File: config.mk
export PLATFORM = sky130hd
export DESIGN_NAME = memory_sync_reservation
export DESIGN_NICKNAME = d
export VERILOG_FILES = /design/src/pkg/memsync_pkg.sv /design/src/reset_release.sv /design/src/resv_tracker.sv /design/src/memory_sync_reservation.sv
export SDC_FILE = /design/constraint.sdc
export NUM_CORES = 1
export LEC_CHECK = 0
export ABC_AREA = 1
export BUFFER_PORTS_ARGS = -buffer_cell sky130_fd_sc_hd__buf_2
export CORE_ASPECT_RATIO = 0.8
export CORE_MARGIN = 2
export CORE_UTILIZATION = 52
export CTS_CLUSTER_SIZE = 30
export DETAILED_ROUTE_END_ITERATION = 12
export GPL_ROUTABILITY_DRIVEN = 0
export GPL_TIMING_DRIVEN = 1
export PLACE_DENSITY = 0.86
export SLEW_MARGIN = 20
export SYNTH_ARGS = -nofsm -noshare
export SYNTH_HDL_FRONTEND = slang
export SYNTH_HIERARCHICAL = 1
export SYNTH_SLANG_ARGS = --single-unit
File: constraint.sdc
create_clock -name clock -period 11.9 [get_ports clock]
set_input_delay 0.595 -clock clock [delete_from_list [all_inputs] [get_ports clock]]
set_output_delay 0.595 -clock clock [all_outputs]
set_load 0.01 [all_outputs]
File: src/pkg/memsync_pkg.sv
// Purpose: shared constants for the memory sync and reservation block
// Assumes: 32-bit effective addresses, one operation in flight at a time
// Notes: op codes are the issue-side encoding of this block
`default_nettype none

package memsync_pkg;

   localparam int ADDR_W = 32;
   localparam int DATA_W = 32;
   localparam int DEST_W = 5;
   localparam int OP_W = 4;

   // reservation granule is 32 bytes, so the low five bits are dropped
   localparam int GRANULE_LSB = 5;
   localparam int GRANULE_W = ADDR_W - GRANULE_LSB;
   localparam int ALIGN_BITS = 2;

   typedef logic [OP_W-1:0] op_code_t;
   localparam op_code_t OP_NONE = 4'h0;
   localparam op_code_t OP_SYNC = 4'h1;
   localparam op_code_t OP_EIEIO = 4'h2;
   localparam op_code_t OP_ISYNC = 4'h3;
   localparam op_code_t OP_LWARX = 4'h4;
   localparam op_code_t OP_STWCX = 4'h5;
   localparam op_code_t OP_SYSCALL = 4'h6;
   localparam op_code_t OP_LOAD = 4'h7;
   localparam op_code_t OP_STORE = 4'h8;

   typedef enum logic [4:0] {
      ST_IDLE = 5'h01,
      ST_DRAIN = 5'h02,
      ST_BCAST = 5'h04,
      ST_FETCH = 5'h08,
      ST_BUS = 5'h10
   } state_t;

   localparam logic RESV_RESET = 1'b0;
   localparam logic [GRANULE_W-1:0] GRANULE_RESET = 27'h0000000;
   localparam logic [DATA_W-1:0] DATA_RESET = 32'h00000000;
   localparam logic [ADDR_W-1:0] ADDR_RESET = 32'h00000000;

   function automatic logic [GRANULE_W-1:0] granule_of(
      input logic [ADDR_W-1:0] addr);
      granule_of = addr[ADDR_W-1:GRANULE_LSB];
   endfunction : granule_of

   function automatic logic is_aligned(input logic [ADDR_W-1:0] addr);
      is_aligned = (addr[ALIGN_BITS-1:0] == 2'h0);
   endfunction : is_aligned

endpackage : memsync_pkg

`default_nettype wire

File: src/reset_release.sv
// Purpose: two-stage release of the asynchronous reset
// Assumes: arst_n may fall at any time
// Notes: assertion is immediate, release follows two clock edges
`default_nettype none

module reset_release (
   input wire logic clock,
   input wire logic arst_n,
   output logic rst_n
);
   import memsync_pkg::*;

   logic meta_reg;

   always_ff @(posedge clock or negedge arst_n) begin
      if (!arst_n) begin
         meta_reg <= 1'b0;
         rst_n <= 1'b0;
      end else begin
         meta_reg <= 1'b1;
         rst_n <= meta_reg;
      end
   end

endmodule : reset_release

`default_nettype wire

File: src/resv_tracker.sv
// Purpose: holds the single reservation and its 32-byte granule
// Assumes: set and clr are one-cycle pulses from the control logic
// Notes: a set in the same cycle as any clear wins
`default_nettype none

module resv_tracker (
   input wire logic clock,
   input wire logic rst_n,
   input wire logic set,
   input wire logic [memsync_pkg::ADDR_W-1:0] set_addr,
   input wire logic clr,
   input wire logic snoop_valid,
   input wire logic snoop_write,
   input wire logic [memsync_pkg::ADDR_W-1:0] snoop_addr,
   input wire logic snoop_lost,
   output logic held,
   output logic [memsync_pkg::GRANULE_W-1:0] granule
);
   import memsync_pkg::*;

   logic snoop_hit;

   // another master writing anywhere in the granule breaks it
   assign snoop_hit = snoop_valid && snoop_write &&
                      (granule_of(snoop_addr) == granule);

   always_ff @(posedge clock or negedge rst_n) begin
      if (!rst_n) begin
         held <= RESV_RESET;
      end else if (set) begin
         held <= 1'b1;
      end else if (clr || snoop_hit || snoop_lost) begin
         held <= 1'b0;
      end
   end

   always_ff @(posedge clock or negedge rst_n) begin
      if (!rst_n) begin
         granule <= GRANULE_RESET;
      end else if (set) begin
         granule <= granule_of(set_addr);
      end
   end

endmodule : resv_tracker

`default_nettype wire

File: src/memory_sync_reservation.sv
// Purpose: memory ordering barriers and load-reserve/store-conditional
// Assumes: one operation accepted at a time over op_valid/op_ready
// Notes: the external bus handshake is ext_req held until ext_ack
`default_nettype none

module memory_sync_reservation (
   input wire logic clock,
   input wire logic arst_n,
   input wire logic op_valid,
   input wire memsync_pkg::op_code_t op_code,
   input wire logic [memsync_pkg::ADDR_W-1:0] op_addr,
   input wire logic [memsync_pkg::DATA_W-1:0] op_wdata,
   input wire logic [memsync_pkg::DEST_W-1:0] op_dest,
   output logic op_ready,
   input wire logic older_done,
   input wire logic mem_performed,
   input wire logic ldst_idle,
   input wire logic prefetch_empty,
   input wire logic exc_raise,
   input wire logic async_exc,
   output logic hold_issue,
   output logic hold_ldst,
   output logic hold_fetch,
   output logic ext_req,
   output logic ext_write,
   output logic ext_resv,
   output logic ext_bcast,
   output logic [memsync_pkg::ADDR_W-1:0] ext_addr,
   output logic [memsync_pkg::DATA_W-1:0] ext_wdata,
   input wire logic ext_ack,
   input wire logic [memsync_pkg::DATA_W-1:0] ext_rdata,
   input wire logic snoop_valid,
   input wire logic snoop_write,
   input wire logic [memsync_pkg::ADDR_W-1:0] snoop_addr,
   input wire logic snoop_lost,
   output logic wb_valid,
   output logic [memsync_pkg::DEST_W-1:0] wb_dest,
   output logic [memsync_pkg::DATA_W-1:0] wb_data,
   output logic flag_valid,
   output logic flag_success,
   output logic stwcx_blocked,
   output logic align_exc,
   output logic resv_held
);
   import memsync_pkg::*;

   ////////////////////////////////////////////////////////////////////
   // reset and declarations

   logic rst_n;
   state_t state_reg;
   state_t state_next;
   op_code_t kind_reg;
   logic take;
   logic bus_done;
   logic drain_ok;
   logic resv_set;
   logic resv_clr;
   logic [GRANULE_W-1:0] resv_granule;

   reset_release u_reset (
      .clock(clock),
      .arst_n(arst_n),
      .rst_n(rst_n)
   );

   assign take = op_valid && op_ready;
   assign bus_done = ext_req && ext_ack;

   ////////////////////////////////////////////////////////////////////
   // reservation

   // only an aligned lwarx that completes on the bus sets it
   assign resv_set = (state_reg == ST_BUS) && bus_done &&
                     (kind_reg == OP_LWARX);

   always_comb begin
      resv_clr = 1'b0;
      if (exc_raise) begin
         resv_clr = 1'b1;
      end
      if (async_exc) begin
         resv_clr = 1'b1;
      end
      if (take && op_code == OP_STWCX) begin
         resv_clr = 1'b1;
      end
      if (take && op_code == OP_SYSCALL) begin
         resv_clr = 1'b1;
      end
      if (take && op_code == OP_LWARX && !is_aligned(op_addr)) begin
         resv_clr = 1'b1;
      end
   end

   resv_tracker u_resv (
      .clock(clock),
      .rst_n(rst_n),
      .set(resv_set),
      .set_addr(ext_addr),
      .clr(resv_clr),
      .snoop_valid(snoop_valid),
      .snoop_write(snoop_write),
      .snoop_addr(snoop_addr),
      .snoop_lost(snoop_lost),
      .held(resv_held),
      .granule(resv_granule)
   );

   ////////////////////////////////////////////////////////////////////
   // sequencing

   // sync waits on the whole core, eieio only on loads and stores
   always_comb begin
      if (kind_reg == OP_SYNC) begin
         drain_ok = older_done && mem_performed && ldst_idle;
      end else begin
         drain_ok = ldst_idle;
      end
   end

   always_comb begin
      state_next = state_reg;
      case (state_reg)
         ST_IDLE: begin
            if (take) begin
               case (op_code)
                  OP_SYNC, OP_EIEIO: state_next = ST_DRAIN;
                  OP_ISYNC: state_next = ST_FETCH;
                  OP_LWARX: begin
                     if (is_aligned(op_addr)) begin
                        state_next = ST_BUS;
                     end
                  end
                  OP_STWCX: begin
                     // the granule is not compared here on purpose
                     if (resv_held) begin
                        state_next = ST_BUS;
                     end
                  end
                  OP_LOAD, OP_STORE: state_next = ST_BUS;
                  default: state_next = ST_IDLE;
               endcase
            end
         end
         ST_DRAIN: begin
            if (drain_ok) begin
               state_next = ST_BCAST;
            end
         end
         ST_BCAST: begin
            if (bus_done) begin
               state_next = ST_IDLE;
            end
         end
         ST_FETCH: begin
            if (older_done && prefetch_empty) begin
               state_next = ST_IDLE;
            end
         end
         ST_BUS: begin
            if (bus_done) begin
               state_next = ST_IDLE;
            end
         end
         default: state_next = ST_IDLE;
      endcase
   end

   always_ff @(posedge clock or negedge rst_n) begin
      if (!rst_n) begin
         state_reg <= ST_IDLE;
      end else begin
         state_reg <= state_next;
      end
   end

   always_ff @(posedge clock or negedge rst_n) begin
      if (!rst_n) begin
         kind_reg <= OP_NONE;
      end else if (take) begin
         kind_reg <= op_code;
      end
   end

   always_ff @(posedge clock or negedge rst_n) begin
      if (!rst_n) begin
         op_ready <= 1'b0;
      end else begin
         op_ready <= (state_next == ST_IDLE);
      end
   end

   ////////////////////////////////////////////////////////////////////
   // stall outputs

   always_ff @(posedge clock or negedge rst_n) begin
      if (!rst_n) begin
         hold_issue <= 1'b0;
      end else if (take && op_code == OP_SYNC) begin
         hold_issue <= 1'b1;
      end else if (state_next == ST_IDLE) begin
         hold_issue <= 1'b0;
      end
   end

   // a sync also orders memory, so it holds loads and stores as well
   always_ff @(posedge clock or negedge rst_n) begin
      if (!rst_n) begin
         hold_ldst <= 1'b0;
      end else if (take && (op_code == OP_EIEIO ||
                            op_code == OP_SYNC)) begin
         hold_ldst <= 1'b1;
      end else if (state_next == ST_IDLE) begin
         hold_ldst <= 1'b0;
      end
   end

   always_ff @(posedge clock or negedge rst_n) begin
      if (!rst_n) begin
         hold_fetch <= 1'b0;
      end else if (take && op_code == OP_ISYNC) begin
         hold_fetch <= 1'b1;
      end else if (state_next == ST_IDLE) begin
         hold_fetch <= 1'b0;
      end
   end

   ////////////////////////////////////////////////////////////////////
   // external bus cycle

   always_ff @(posedge clock or negedge rst_n) begin
      if (!rst_n) begin
         ext_req <= 1'b0;
      end else begin
         ext_req <= (state_next == ST_BUS) ||
                    (state_next == ST_BCAST);
      end
   end

   always_ff @(posedge clock or negedge rst_n) begin
      if (!rst_n) begin
         ext_bcast <= 1'b0;
      end else begin
         ext_bcast <= (state_next == ST_BCAST);
      end
   end

   always_ff @(posedge clock or negedge rst_n) begin
      if (!rst_n) begin
         ext_write <= 1'b0;
         ext_resv <= 1'b0;
      end else if (take) begin
         ext_write <= (op_code == OP_STWCX) || (op_code == OP_STORE);
         ext_resv <= (op_code == OP_LWARX) ||
                     (op_code == OP_STWCX);
      end
   end

   always_ff @(posedge clock or negedge rst_n) begin
      if (!rst_n) begin
         ext_addr <= ADDR_RESET;
         ext_wdata <= DATA_RESET;
      end else if (take) begin
         ext_addr <= op_addr;
         ext_wdata <= op_wdata;
      end
   end

   ////////////////////////////////////////////////////////////////////
   // results

   always_ff @(posedge clock or negedge rst_n) begin
      if (!rst_n) begin
         wb_dest <= 5'h00;
      end else if (take) begin
         wb_dest <= op_dest;
      end
   end

   always_ff @(posedge clock or negedge rst_n) begin
      if (!rst_n) begin
         wb_valid <= 1'b0;
         wb_data <= DATA_RESET;
      end else begin
         wb_valid <= (state_reg == ST_BUS) && bus_done &&
                     (kind_reg == OP_LWARX || kind_reg == OP_LOAD);
         if ((state_reg == ST_BUS) && bus_done) begin
            wb_data <= ext_rdata;
         end
      end
   end

   // success bit: one after the store lands, zero at once if none held
   always_ff @(posedge clock or negedge rst_n) begin
      if (!rst_n) begin
         flag_valid <= 1'b0;
         flag_success <= 1'b0;
      end else if ((state_reg == ST_BUS) && bus_done &&
                   (kind_reg == OP_STWCX)) begin
         flag_valid <= 1'b1;
         flag_success <= 1'b1;
      end else if (take && op_code == OP_STWCX && !resv_held) begin
         flag_valid <= 1'b1;
         flag_success <= 1'b0;
      end else begin
         flag_valid <= 1'b0;
      end
   end

   always_ff @(posedge clock or negedge rst_n) begin
      if (!rst_n) begin
         stwcx_blocked <= 1'b0;
      end else begin
         stwcx_blocked <= take && (op_code == OP_STWCX) &&
                          !resv_held;
      end
   end

   always_ff @(posedge clock or negedge rst_n) begin
      if (!rst_n) begin
         align_exc <= 1'b0;
      end else begin
         align_exc <= take && (op_code == OP_LWARX) &&
                      !is_aligned(op_addr);
      end
   end

endmodule : memory_sync_reservation

`default_nettype wire

* After elaboration in Yosys (flattened, before gate mapping) *
Cells that the tools add are included.

word-level totals
  register bits = 153
  output and inout port bits = 115
  word-level logic and storage cells = 105

cells by class
  equal/unequal tests = 21
  multiplexer cells = 24
  reductions and logical operators = 37

operators with widths
  operator                                                                count
  5-bit 2-to-1 mux                                                        6
  4-bit by 3-bit equality test with 1-bit output (second input constant)  7
  27-bit equality test                                                    1
  5-bit one-hot mux with 5 select lines                                   1
  5-bit one-hot mux with 4 select lines                                   1
  1-bit logical AND                                                       19
  1-bit 2-to-1 mux                                                        16
  5-bit by 1-bit equality test with 1-bit output (second input constant)  2
  5-bit by 3-bit equality test with 1-bit output (second input constant)  2
  5-bit equality test (second input constant)                             2
  2-bit nonzero test                                                      5
  4-bit by 1-bit equality test with 1-bit output (second input constant)  2
  4-bit by 2-bit equality test with 1-bit output (second input constant)  2
  1-bit logical OR                                                        7
  2-bit OR reduction                                                      3
  5-bit by 2-bit equality test with 1-bit output (second input constant)  1
  5-bit by 4-bit equality test with 1-bit output (second input constant)  1
  4-bit equality test (second input constant)                             1
  1-bit logical NOT                                                       2
  2-bit logical NOT                                                       1

* Longest topological paths before layout *
Gate-level depths: netlist (run 1).

  depth in word-level cells = 9
  depth in mapped cells = 11

* Cells and area by module *
The synthesis (run 1) kept the hierarchy.

modules (own cells, without submodules)
  module                   times used  cells each  area each (µm²)
  memory_sync_reservation  1           583         5,014.8
  resv_tracker             1           229         1,556.5
  reset_release            1           3           53.8

* Worst setup path before layout (run 1) *
Ideal clock, no wire load.

  path kind = input-to-reg
  from = in ext_ack
  to = reg u_resv/granule[11] (netlist name)
  library setup time = 0.133 ns
  data arrival time = 1.697 ns
  data required time = 11.767 ns
  setup slack = 10.070 ns
  stages on the path = 8
  path buffers = 3
  cells stage by stage = nand2_1 nor2_8 inv_2 buf_6 nor3_2 buf_2 clkbuf_1 o21ai_0

between the ends
  word-level cells in the longest chain between the ends = 3

RTL lines
  element                          RTL line                       RTL
  start, declared                  memory_sync_reservation.sv:30  input wire logic ext_ack,
  1-bit logical AND                memory_sync_reservation.sv:68  assign bus_done = ext_req && ext_ack;
  1-bit logical AND (2 in series)  memory_sync_reservation.sv:74  assign resv_set = (state_reg == ST_BUS) && bus_done &&
  net resv_set                     memory_sync_reservation.sv:57  logic resv_set;
  end signal, assigned             resv_tracker.sv:41             granule <= granule_of(set_addr);
  end, declared                    resv_tracker.sv:17             output logic [memsync_pkg::GRANULE_W-1:0] granule

The timed path passes the listed nets, and every way through them passes these cells.
A chain may end at the register's enable or synchronous reset.

* Worst setup path in the final report (run 1) *
  from = reg state_reg[2]
  to = reg u_resv/granule[8] (netlist name)

between the ends
  word-level cells in the longest chain between the ends = 3

RTL lines
  element                          RTL line                        RTL
  start, declared                  memory_sync_reservation.sv:51   state_t state_reg;
  start signal, assigned           memory_sync_reservation.sv:174  state_reg <= state_next;
  5-bit equality test              memory_sync_reservation.sv:74
  1-bit logical AND (2 in series)  memory_sync_reservation.sv:74
  net resv_set                     memory_sync_reservation.sv:57

The timed path passes the listed nets, and every way through them passes these cells.

==> flow_summary.ini, run 1 <==
[run_status]
status = finished, final reports clean

[setup_path]
path_cells = nor2_2, nand3_4, nor2_8, inv_2, nor3_4, buf_4, inv_1, nand2_1, nand2_1
max_stage_delay_ns = 0.42
critPathRequiredTime_ns = 12.19
worst_path_most_repeated_cell = nand2_1
ff2ff_path_depth = 9
cp.arrival_ns = 3.04
crit_type = register to register
cp-start-kind = register
critPathMaxFanout = 45
cpMaxStageDelayCell = dfrtp_1
critPathBufInv = 3
crit_family = simple AND/OR/NAND/NOR gates
crit_path_end_kind = register
cp.depth = 9

[logic_synthesis]
ys_seq_area_share_pct = 57.8
synth_edf_count = 0
syn_area_mm2 = 0.00663
synth_ff_type = dfrtp_1
syn_inst = 815
yosys_warnings = 6
synth_nets = 965
ys_ff_latch = 153
ys_types = 35
synth.avg_cell_area_um2 = 8.13
async_flop_share_pct = 100

[clock_network]
cts_tree = done
clock_sinks = 153
clk_latency_ns = 0.41
postCtsSetupBuffers = 0
cts_root_buf = clkbuf_16
ctsHtreeMaxLevel = 4
path_clk_slew_ns = 0.06
clk_path_buf_depth = 2
cts_resized = 0
numCtsBuffers = 17

[global_routing]
grt_pass1_vias = 5874
met3_usage_pct = 8.35
met2_usage_pct = 44.7
grt_pass1_wl_mm = 27.8
top_usage_layer = met2
antenna_found_initial = 1
track_usage_pct = 26.4
grt_use_met1_pct = 31.6
grt.overflow.total = 0
grt_max_degree = 87

[die]
fp.dieArea_mm2 = 0.0137
fp-row-count = 36
die_width_um = 130
coreArea_mm2 = 0.0123
fp.dieH_um = 105
start_util_pct = 53.9
pin_count = 265

[drt]
drcViolationCount = 0
vias = 5985
viasPerCell = 4.77
routedWlPerCell_um = 13.9
drtAntennaViolNets = 0
initialDrtViolationCount = 298
drt_wl_total_mm = 17.5
drt_first_pass_iters = 8

[power_and_ir_drop]
power.switching_uw = 586
internal_power_mw = 1.19
power_mw = 1.78
ir_drop_v = 0.000142
comb_power_share_pct = 25.7
p_seq_share_pct = 42.2
swShare_pct = 32.9
power.density_mw_per_mm2 = 204
p_clk_share_pct = 32.1
leakage_nw = 5.24

[finish]
nets = 1220
nFillCells = 957
layout-drive-gt1-share_pct = 30.1
instances_no_fill = 1255
biggestRegsByFlops = ext_addr: 32 flops, ext_wdata: 32 flops, wb_data: 32 flops
areaGrowthSynthToFinish_pct = 31.2

[sta]
setup_viol = 0
hold_viol = 0
min_period_over_period_pct = 23.0
setup_tns_ns = 0
fmax_mhz = 365
worstMarginPinSlew_ns = 0.863
rsz0062_at_grt = false
min_period_ns = 2.74
relSlewSlack_pct = 42.5
maxSlewViolCount = 0
fin_worst_skew_ns = 0.00908

[job]
maxCapViolations = 0

[hold_path]
hp-class = register to asynchronous set/reset pin

[place]
place_inst = 1220
port_buffers = 259
dpl.hpwl_mm = 12.5
-- worst register-to-register path, delay by kind of cell, from the launching register on --
kind                   cells  cell delay, ns
buffers and inverters      3            1.08
flip-flops                 1            0.42
AND/OR/NAND/NOR            6            1.12
-- path summary, 6_finish.rpt --
check                                  from                 end  slack [ns]
max                            state_reg[2]   u_resv/granule[8]        9.16
min                           u_reset/rst_n          hold_fetch        0.27
max reg2reg                    state_reg[2]   u_resv/granule[8]        9.16
min reg2reg                   u_reset/rst_n          hold_fetch        0.27
max in group asynchronous     u_reset/rst_n  u_resv/granule[24]       10.47
min in group clock         u_reset/meta_reg       u_reset/rst_n        0.36
-- cell usage after synthesis (2+ instances only) --
library cell,n,area share [%]
nand3_1,19,1.4
nand4_1,6,0.57
nand2_2,5,0.47
o21ai_0,29,2.2
nor2_4,2,0.34
xnor2_1,7,0.93
buf_2,17,1.3
dfrtp_1,152,57
clkbuf_1,5,0.28
nor3_1,2,0.15
buf_4,3,0.34
xor2_1,2,0.26
o22ai_1,2,0.19
inv_2,6,0.34
nor3_2,2,0.30
nor2_2,6,0.57
inv_1,57,3.2
nor2_1,23,1.3
buf_6,3,0.51
nand2_1,452,26
-- kinds of logic (layout without fill, tap and decap cells) --
kind of cell	Yosys count	count (layout)	synth area share [%]
other	1	2	0.0566
XOR/XNOR	9	9	1.19
flip-flops	153	153	57.8
buffers and inverters	93	361	6.25
AO/OA/AOI/OAI	35	35	2.81
AND/OR/NAND/NOR	524	524	31.9
-- layer usage --
metal / up-vias / wire, um
met5: - / 0
li1: 2981 / -
met4: 0 / 371
met1: 2731 / 7090
met3: 31 / 1440
met2: 242 / 8580
-- power groups by stage --
| stage | logic [mW] | registers [mW] | clock network [mW] |
|---|---|---|---|
| after floorplan | 0.194 | 0.801 | 0 |
| after global placement | 0.444 | 0.754 | 0 |
| after CTS | 0.460 | 0.752 | 0.577 |
| after detailed placement | 0.458 | 0.752 | 0 |
| after global routing | 0.515 | 0.764 | 0.603 |
| final | 0.458 | 0.750 | 0.570 |
-- per-stage QoR --
step | cell area, um^2 | worst slack [ns] | util [%] | hold WS [ns]
finish | 8690 | 9.16 | 70.7 | 0.266
floorplan | 6630 | 7.32 | - | 0.299
detailed placement | 8010 | 9.05 | 65.1 | 0.340
global route | 8690 | 8.91 | 70.7 | 0.306
global placement | 8010 | 9.09 | 65.1 | 0.334
CTS | 8660 | 9.12 | 70.4 | 0.357
-- repair_timing --
action,CTS,global route
hold buffers,1,0
setup endpoints to repair,0,0
endpoints found under the hold margin,2,0
-- final cells by class --
type / instances / area, um^2 / share of cell area, %
inverters: 64 / 240 / 2.76
clock inverters: 9 / 135 / 1.55
diodes: 1 / 2.50 / 0.0288
repair buffers: 265 / 1360 / 15.7
flip-flops and latches: 153 / 3830 / 44.1
well taps: 171 / 214 / 2.46
clock buffers: 23 / 508 / 5.84
multi-input cells: 569 / 2390 / 27.6
-- cells in the final DEF, fill, tap and decap left out, types with 2 or more instances in the layout --
cell / count
buf_2: 259
buf_4: 4
bufinv_16: 3
clkbuf_16: 17
clkbuf_8: 6
clkinv_2: 2
clkinv_4: 3
dfrtp_1: 151
inv_1: 56
inv_2: 7
nand2_1: 451
nand2_2: 5
nand3_1: 19
nand4_1: 6
nor2_1: 23
nor2_2: 6
nor2_4: 2
nor3_1: 2
o21ai_0: 29
o22ai_1: 2
xnor2_1: 7
xor2_1: 2
Power figures use the tool's default switching activity.
==> run 2, diff against run 1 <==
- ABC_AREA: 1 -> 0
- CORE_UTILIZATION: 52 -> 48
- PLACE_DENSITY: 0.86 -> 0.81
- clock period: 11.9 -> 2.6 ns (I/O delays scaled with it)
==> flow_summary.ini, run 2 <==
[clock_network]
ctsHtreeMaxLevel = 4
postCtsSetupBuffers = 0
cts_tree = done
cts_resized = 0
clk_path_buf_depth = 2
path_clk_slew_ns = 0.06
numCtsBuffers = 17
clk_latency_ns = 0.41
clock_sinks = 153
cts_root_buf = clkbuf_16

[global_routing]
met2_usage_pct = 45.2
grt_use_met1_pct = 30.9
top_usage_layer = met2
grt_max_degree = 63
grt_pass1_wl_mm = 29.0
antenna_found_initial = 1
grt_pass1_vias = 5938
met3_usage_pct = 5.86
track_usage_pct = 26.2
grt.overflow.total = 0

[logic_synthesis]
synth_edf_count = 0
syn_area_mm2 = 0.00633
synth_most_common_cell = nand2_1
synth.largest_area_cell = dfrtp_1
ys_seq_area_share_pct = 60.5
synth_nets = 732
ys_top_cells_by_area = dfrtp_1 (60%), nand2_1 (14%), mux2_2 (10%)
synthTopCellsByCount = nand2_1 (236), dfrtp_1 (152), mux2_2 (56)
synth.avg_cell_area_um2 = 10.9
yosys_warnings = 6
ys_ff_latch = 153
async_flop_share_pct = 100
syn_inst = 582
synth_ff_type = dfrtp_1
synth_top_area_share_pct = 60.1
ys_types = 51

[sta]
worst_slack_ns = 0.439
relSlewSlack_pct = 60.2
min_period_ns = 2.16
maxSlewViolCount = 0
hold_viol = 0
min_period_over_period_pct = 83.1
worstMarginPinSlew_ns = 0.597
fmax_mhz = 463
fin_worst_skew_ns = 0.0105
setup_tns_ns = 0
setup_viol = 0
rsz0062_at_grt = false

[setup_path]
crit_path_end_kind = register
cp-start-kind = register
crit_type = register to register
cp.arrival_ns = 2.45
critPathMaxFanout = 29
critPathRequiredTime_ns = 2.89
crit_family = simple AND/OR/NAND/NOR gates
critPathBufInv = 1
cpMaxStageDelayCell = dfrtp_1
max_stage_delay_ns = 0.46
path_cells = nor3_2, nor4b_4, nand3b_4, nor3_4, buf_4, mux2_2

[drt]
routedWlPerCell_um = 15.9
initialDrtViolationCount = 253
drt_first_pass_iters = 4
vias = 5567
viasPerCell = 4.90
drtAntennaViolNets = 0
drcViolationCount = 0
drt_wl_total_mm = 18.0

[die]
fp.dieArea_mm2 = 0.0141
fp-row-count = 37
die_width_um = 132
coreArea_mm2 = 0.0129
pin_count = 265
fp.dieH_um = 107
start_util_pct = 49.2

[run_status]
status = finished, final reports clean

[finish]
final_common_cell = buf_2
layout-drive-gt1-share_pct = 38.2
biggestRegsByFlops = ext_addr: 32 flops, ext_wdata: 32 flops, wb_data: 32 flops
areaGrowthSynthToFinish_pct = 48.4
mostFrequentLayoutCells = buf_2 (259), nand2_1 (235), dfrtp_1 (151), dlygate4sd3_1 (104), mux2_2 (56)
final_core_util_pct = 73.0
nets = 1096

[place]
dp_slack_ns = 0.486
port_buffers = 259
dpl.hpwl_mm = 11.0

[power_and_ir_drop]
power.density_mw_per_mm2 = 782
ir_drop_v = 0.000488
leakage_nw = 5.08

[job]
maxCapViolations = 0

[hold_path]
hp-class = input port to asynchronous set/reset pin
[run 2: cell types whose count changed in the layout (fill, tap and decap cells not counted), sizes merged, moves of 6 or more]
cell and delta:
nand2 -221, dlygate4sd3 +103, xnor2 +21, o21ai -24
nand3 -17, mux2 +59, inv -57, a21oi +6
nor2 -24
[run 2: logic make-up after synthesis]
group	after synthesis	synth area share, %
AO/OA/AOI/OAI	32	3.60
AND/OR/NAND/NOR	278	18.6
flip-flops	153	60.5
buffers and inverters	27	2.31
other	1	0.0592
XOR/XNOR	31	4.29
multiplexers	60	10.6
[run 2: stage by stage]
step	hold WS, ns	instances	area [um^2]	power (mW)
floorplan	-0.166	582	6330	4.11
global placement	-0.0841	998	7800	4.88
detailed placement	-0.0815	998	7800	4.93
CTS	0.0167	1134	9400	7.37
global route	0.0190	1135	9400	7.78
finish	0.0348	1135	9400	7.35
[run 2: path summary, 6_finish.rpt]
| check | start | to | slack [ns] | cells after the start |
|---|---|---|---|---|
| worst max-delay path | state_reg[3] | u_resv/granule[15] | 0.44 | 6 |
| worst min-delay path | arst_n | u_reset/rst_n | 0.03 | 2 |
| worst max register to register | state_reg[3] | u_resv/granule[15] | 0.44 | 6 |
| worst min register to register | u_reset/rst_n | ext_addr[17] | 0.33 | 0 |
| max in group asynchronous | u_reset/rst_n | state_reg[0] | 1.53 | 1 |
| min in group clock | op_code[0] | kind_reg[0] | 0.05 | 3 |
[run 2: what timing repair did]
item | CTS | global route
setup endpoints to repair | 0 | 0
hold buffers | 104 | 0
endpoints found under the hold margin | 105 | 0
[run 2: final cells by class]
cell class                 count  area [um^2]
tap                          175          219
clock buffer                  19          443
sequential                   153         3830
clock inverter                13          108
antenna                        1         2.50
fill                         907         3470
timing repair buffer         371         2420
multi-input combinational    402         2370
inverter                       1         3.75
[run 2: metal layers]
metal	share of wire [%]	wire, um
met1	40	7270
met2	50	8990
met3	5.4	981
met4	4.4	789
met5	0	0
[run 2: power breakdown]
group / leakage [nW] / switching (mW) / internal (mW)
combinational: 2.82 / 1.08 / 0.778
clock: 0.259 / 1.02 / 1.27
sequential: 2.00 / 0.347 / 2.86
==> run 3, diff against run 2 <==
- ABC_AREA: 0 -> 1
- CORE_UTILIZATION: 48 -> 44
- PLACE_DENSITY: 0.81 -> 0.78
- clock period: 2.6 -> 1.85 ns (I/O delays scaled with it)
==> flow_summary.ini, run 3 (synthesis gave the netlist of run 1 again) <==
[die]
die_width_um = 141
coreArea_mm2 = 0.0149
fp.dieArea_mm2 = 0.0161
start_util_pct = 44.6
fp.dieH_um = 114
pin_count = 265
fp-row-count = 40

[drt]
drt_first_pass_iters = 6
routedWlPerCell_um = 14.9
drt_wl_total_mm = 20.7
drcViolationCount = 0
initialDrtViolationCount = 337
vias = 6693
viasPerCell = 4.83
drtAntennaViolNets = 0

[finish]
nets = 1334
instances_no_fill = 1386
ff_latch_area_mm2 = 0.00383
areaGrowthSynthToFinish_pct = 49.3
final_common_cell = nand2_1
diodes = 0
biggestRegsByFlops = ext_addr: 32 flops, ext_wdata: 32 flops, wb_data: 32 flops
final_core_util_pct = 66.5
nFillCells = 1145
final_area_mm2 = 0.00989
layout-drive-gt1-share_pct = 28.1
mostFrequentLayoutCells = nand2_1 (451), buf_2 (259), dfrtp_1 (151), dlygate4sd3_1 (106), inv_1 (55)
multiInputGateArea_mm2 = 0.00239

[sta]
fin_worst_skew_ns = 0.00872
setup_tns_ns = 0
worst_slack_ns = 0.166
maxSlewViolCount = 0
rsz0062_at_grt = false
min_period_over_period_pct = 91.0
min_period_ns = 1.68
setup_viol = 0
holdWs_ns = 0.0225
hold_viol = 0
fmax_mhz = 594

[setup_path]
rrSetupSlack_ns = 0.17
cp-start-kind = register
cp.arrival_ns = 2.01
setup.worst_path.start = state_reg[3]
critPathRequiredTime_ns = 2.18
crit_path_end_kind = register
endpoint = u_resv/granule[3]
critPathMaxFanout = 25
crit_type = register to register
r2r-start = state_reg[3]
r2r_end = u_resv/granule[3]
ff2ff_path_depth = 9

[place]
place_inst = 1246
port_buffers = 259
dpl.hpwl_mm = 12.7
placed_area_mm2 = 0.00814
dp_slack_ns = 0.145

[power_and_ir_drop]
p_seq_share_pct = 40.4
power.switching_mw = 4.18
internal_power_mw = 7.82
leakage_nw = 5.72
comb_power_share_pct = 27.4
ir_drop_v = 0.000820
power.density_mw_per_mm2 = 1210
p_clk_share_pct = 32.1
swShare_pct = 34.8
power_mw = 12.0

[clock_network]
cts_tree = done
clock_sinks = 153
cts_root_buf = clkbuf_16
clk_latency_ns = 0.42
ctsHtreeMaxLevel = 4
path_clk_slew_ns = 0.07
clk_path_buf_depth = 2
numCtsBuffers = 17

[run_status]
status = finished, final reports clean

[global_routing]
track_usage_pct = 25.8
grt_pass1_wl_mm = 32.5
grt.overflow.total = 0
antenna_found_initial = 0
grt_max_degree = 61
grt_pass1_vias = 6688

[job]
maxCapViolations = 0

[hold_path]
hp-class = input port to register
run 3: worst min-delay path by stage:
stage | startpoint | end | slack, ns | cells after the start
2_1_floorplan | arst_n | u_reset/meta_reg | -0.20 | 0
6_report | op_code[1] | hold_fetch | 0.02 | 3
5_1_grt | op_code[0] | hold_fetch | 0.03 | 3
4_1_cts | op_code[1] | hold_fetch | 0.002 | 3
3_3_place_gp | arst_n | u_reset/meta_reg | -0.12 | 1
3_5_place_dp | arst_n | u_reset/meta_reg | -0.12 | 1
run 3: worst max-delay path, stage by stage, from the launching register on:
cell     delay [ns]
dfrtp_1        0.41
nor2_2         0.21
nand3_4        0.14
nor2_8         0.11
inv_2          0.05
nor3_4         0.19
buf_12         0.15
buf_12         0.16
nand2_1        0.08
o21ai_0        0.09
run 3: routing by layer:
layer | GRT usage, % | share of wire (%) | vias up
met2 | 44.4 | 49 | 354
li1 | - | - | 3206
met3 | 6.80 | 8.3 | 58
met4 | 11.1 | 2.7 | 0
met1 | 30.9 | 40 | 3075
met5 | 0 | 0 | -
run 3: power groups by stage:
| stage | clock network [mW] | logic, mW | registers [mW] |
|---|---|---|---|
| after floorplan | 0 | 1.25 | 5.16 |
| after global placement | 0 | 2.94 | 4.83 |
| after detailed placement | 0 | 3.02 | 4.82 |
| after CTS | 3.93 | 3.19 | 4.81 |
| after global routing | 4.10 | 3.61 | 4.93 |
| final | 3.85 | 3.29 | 4.85 |
run 3: area by class of cell:
class                   instances  share of cell area [%]
clock buffers                  17                    4.30
clock inverters                15                    2.33
inverters                      64                    2.47
multi-input cells             569                    24.2
flip-flops and latches        153                    38.8
well taps                     189                    2.39
repair buffers                378                    25.5
repair inverters                1                  0.0759
run 3: what timing repair did:
action / 4_1_cts / 5_1_grt
setup buffers: 0 / 1
hold endpoints to repair: 105 / 0
hold buffers: 106 / 0
endpoints found under the setup margin: 0 / 2
gates resized for setup: 0 / 2
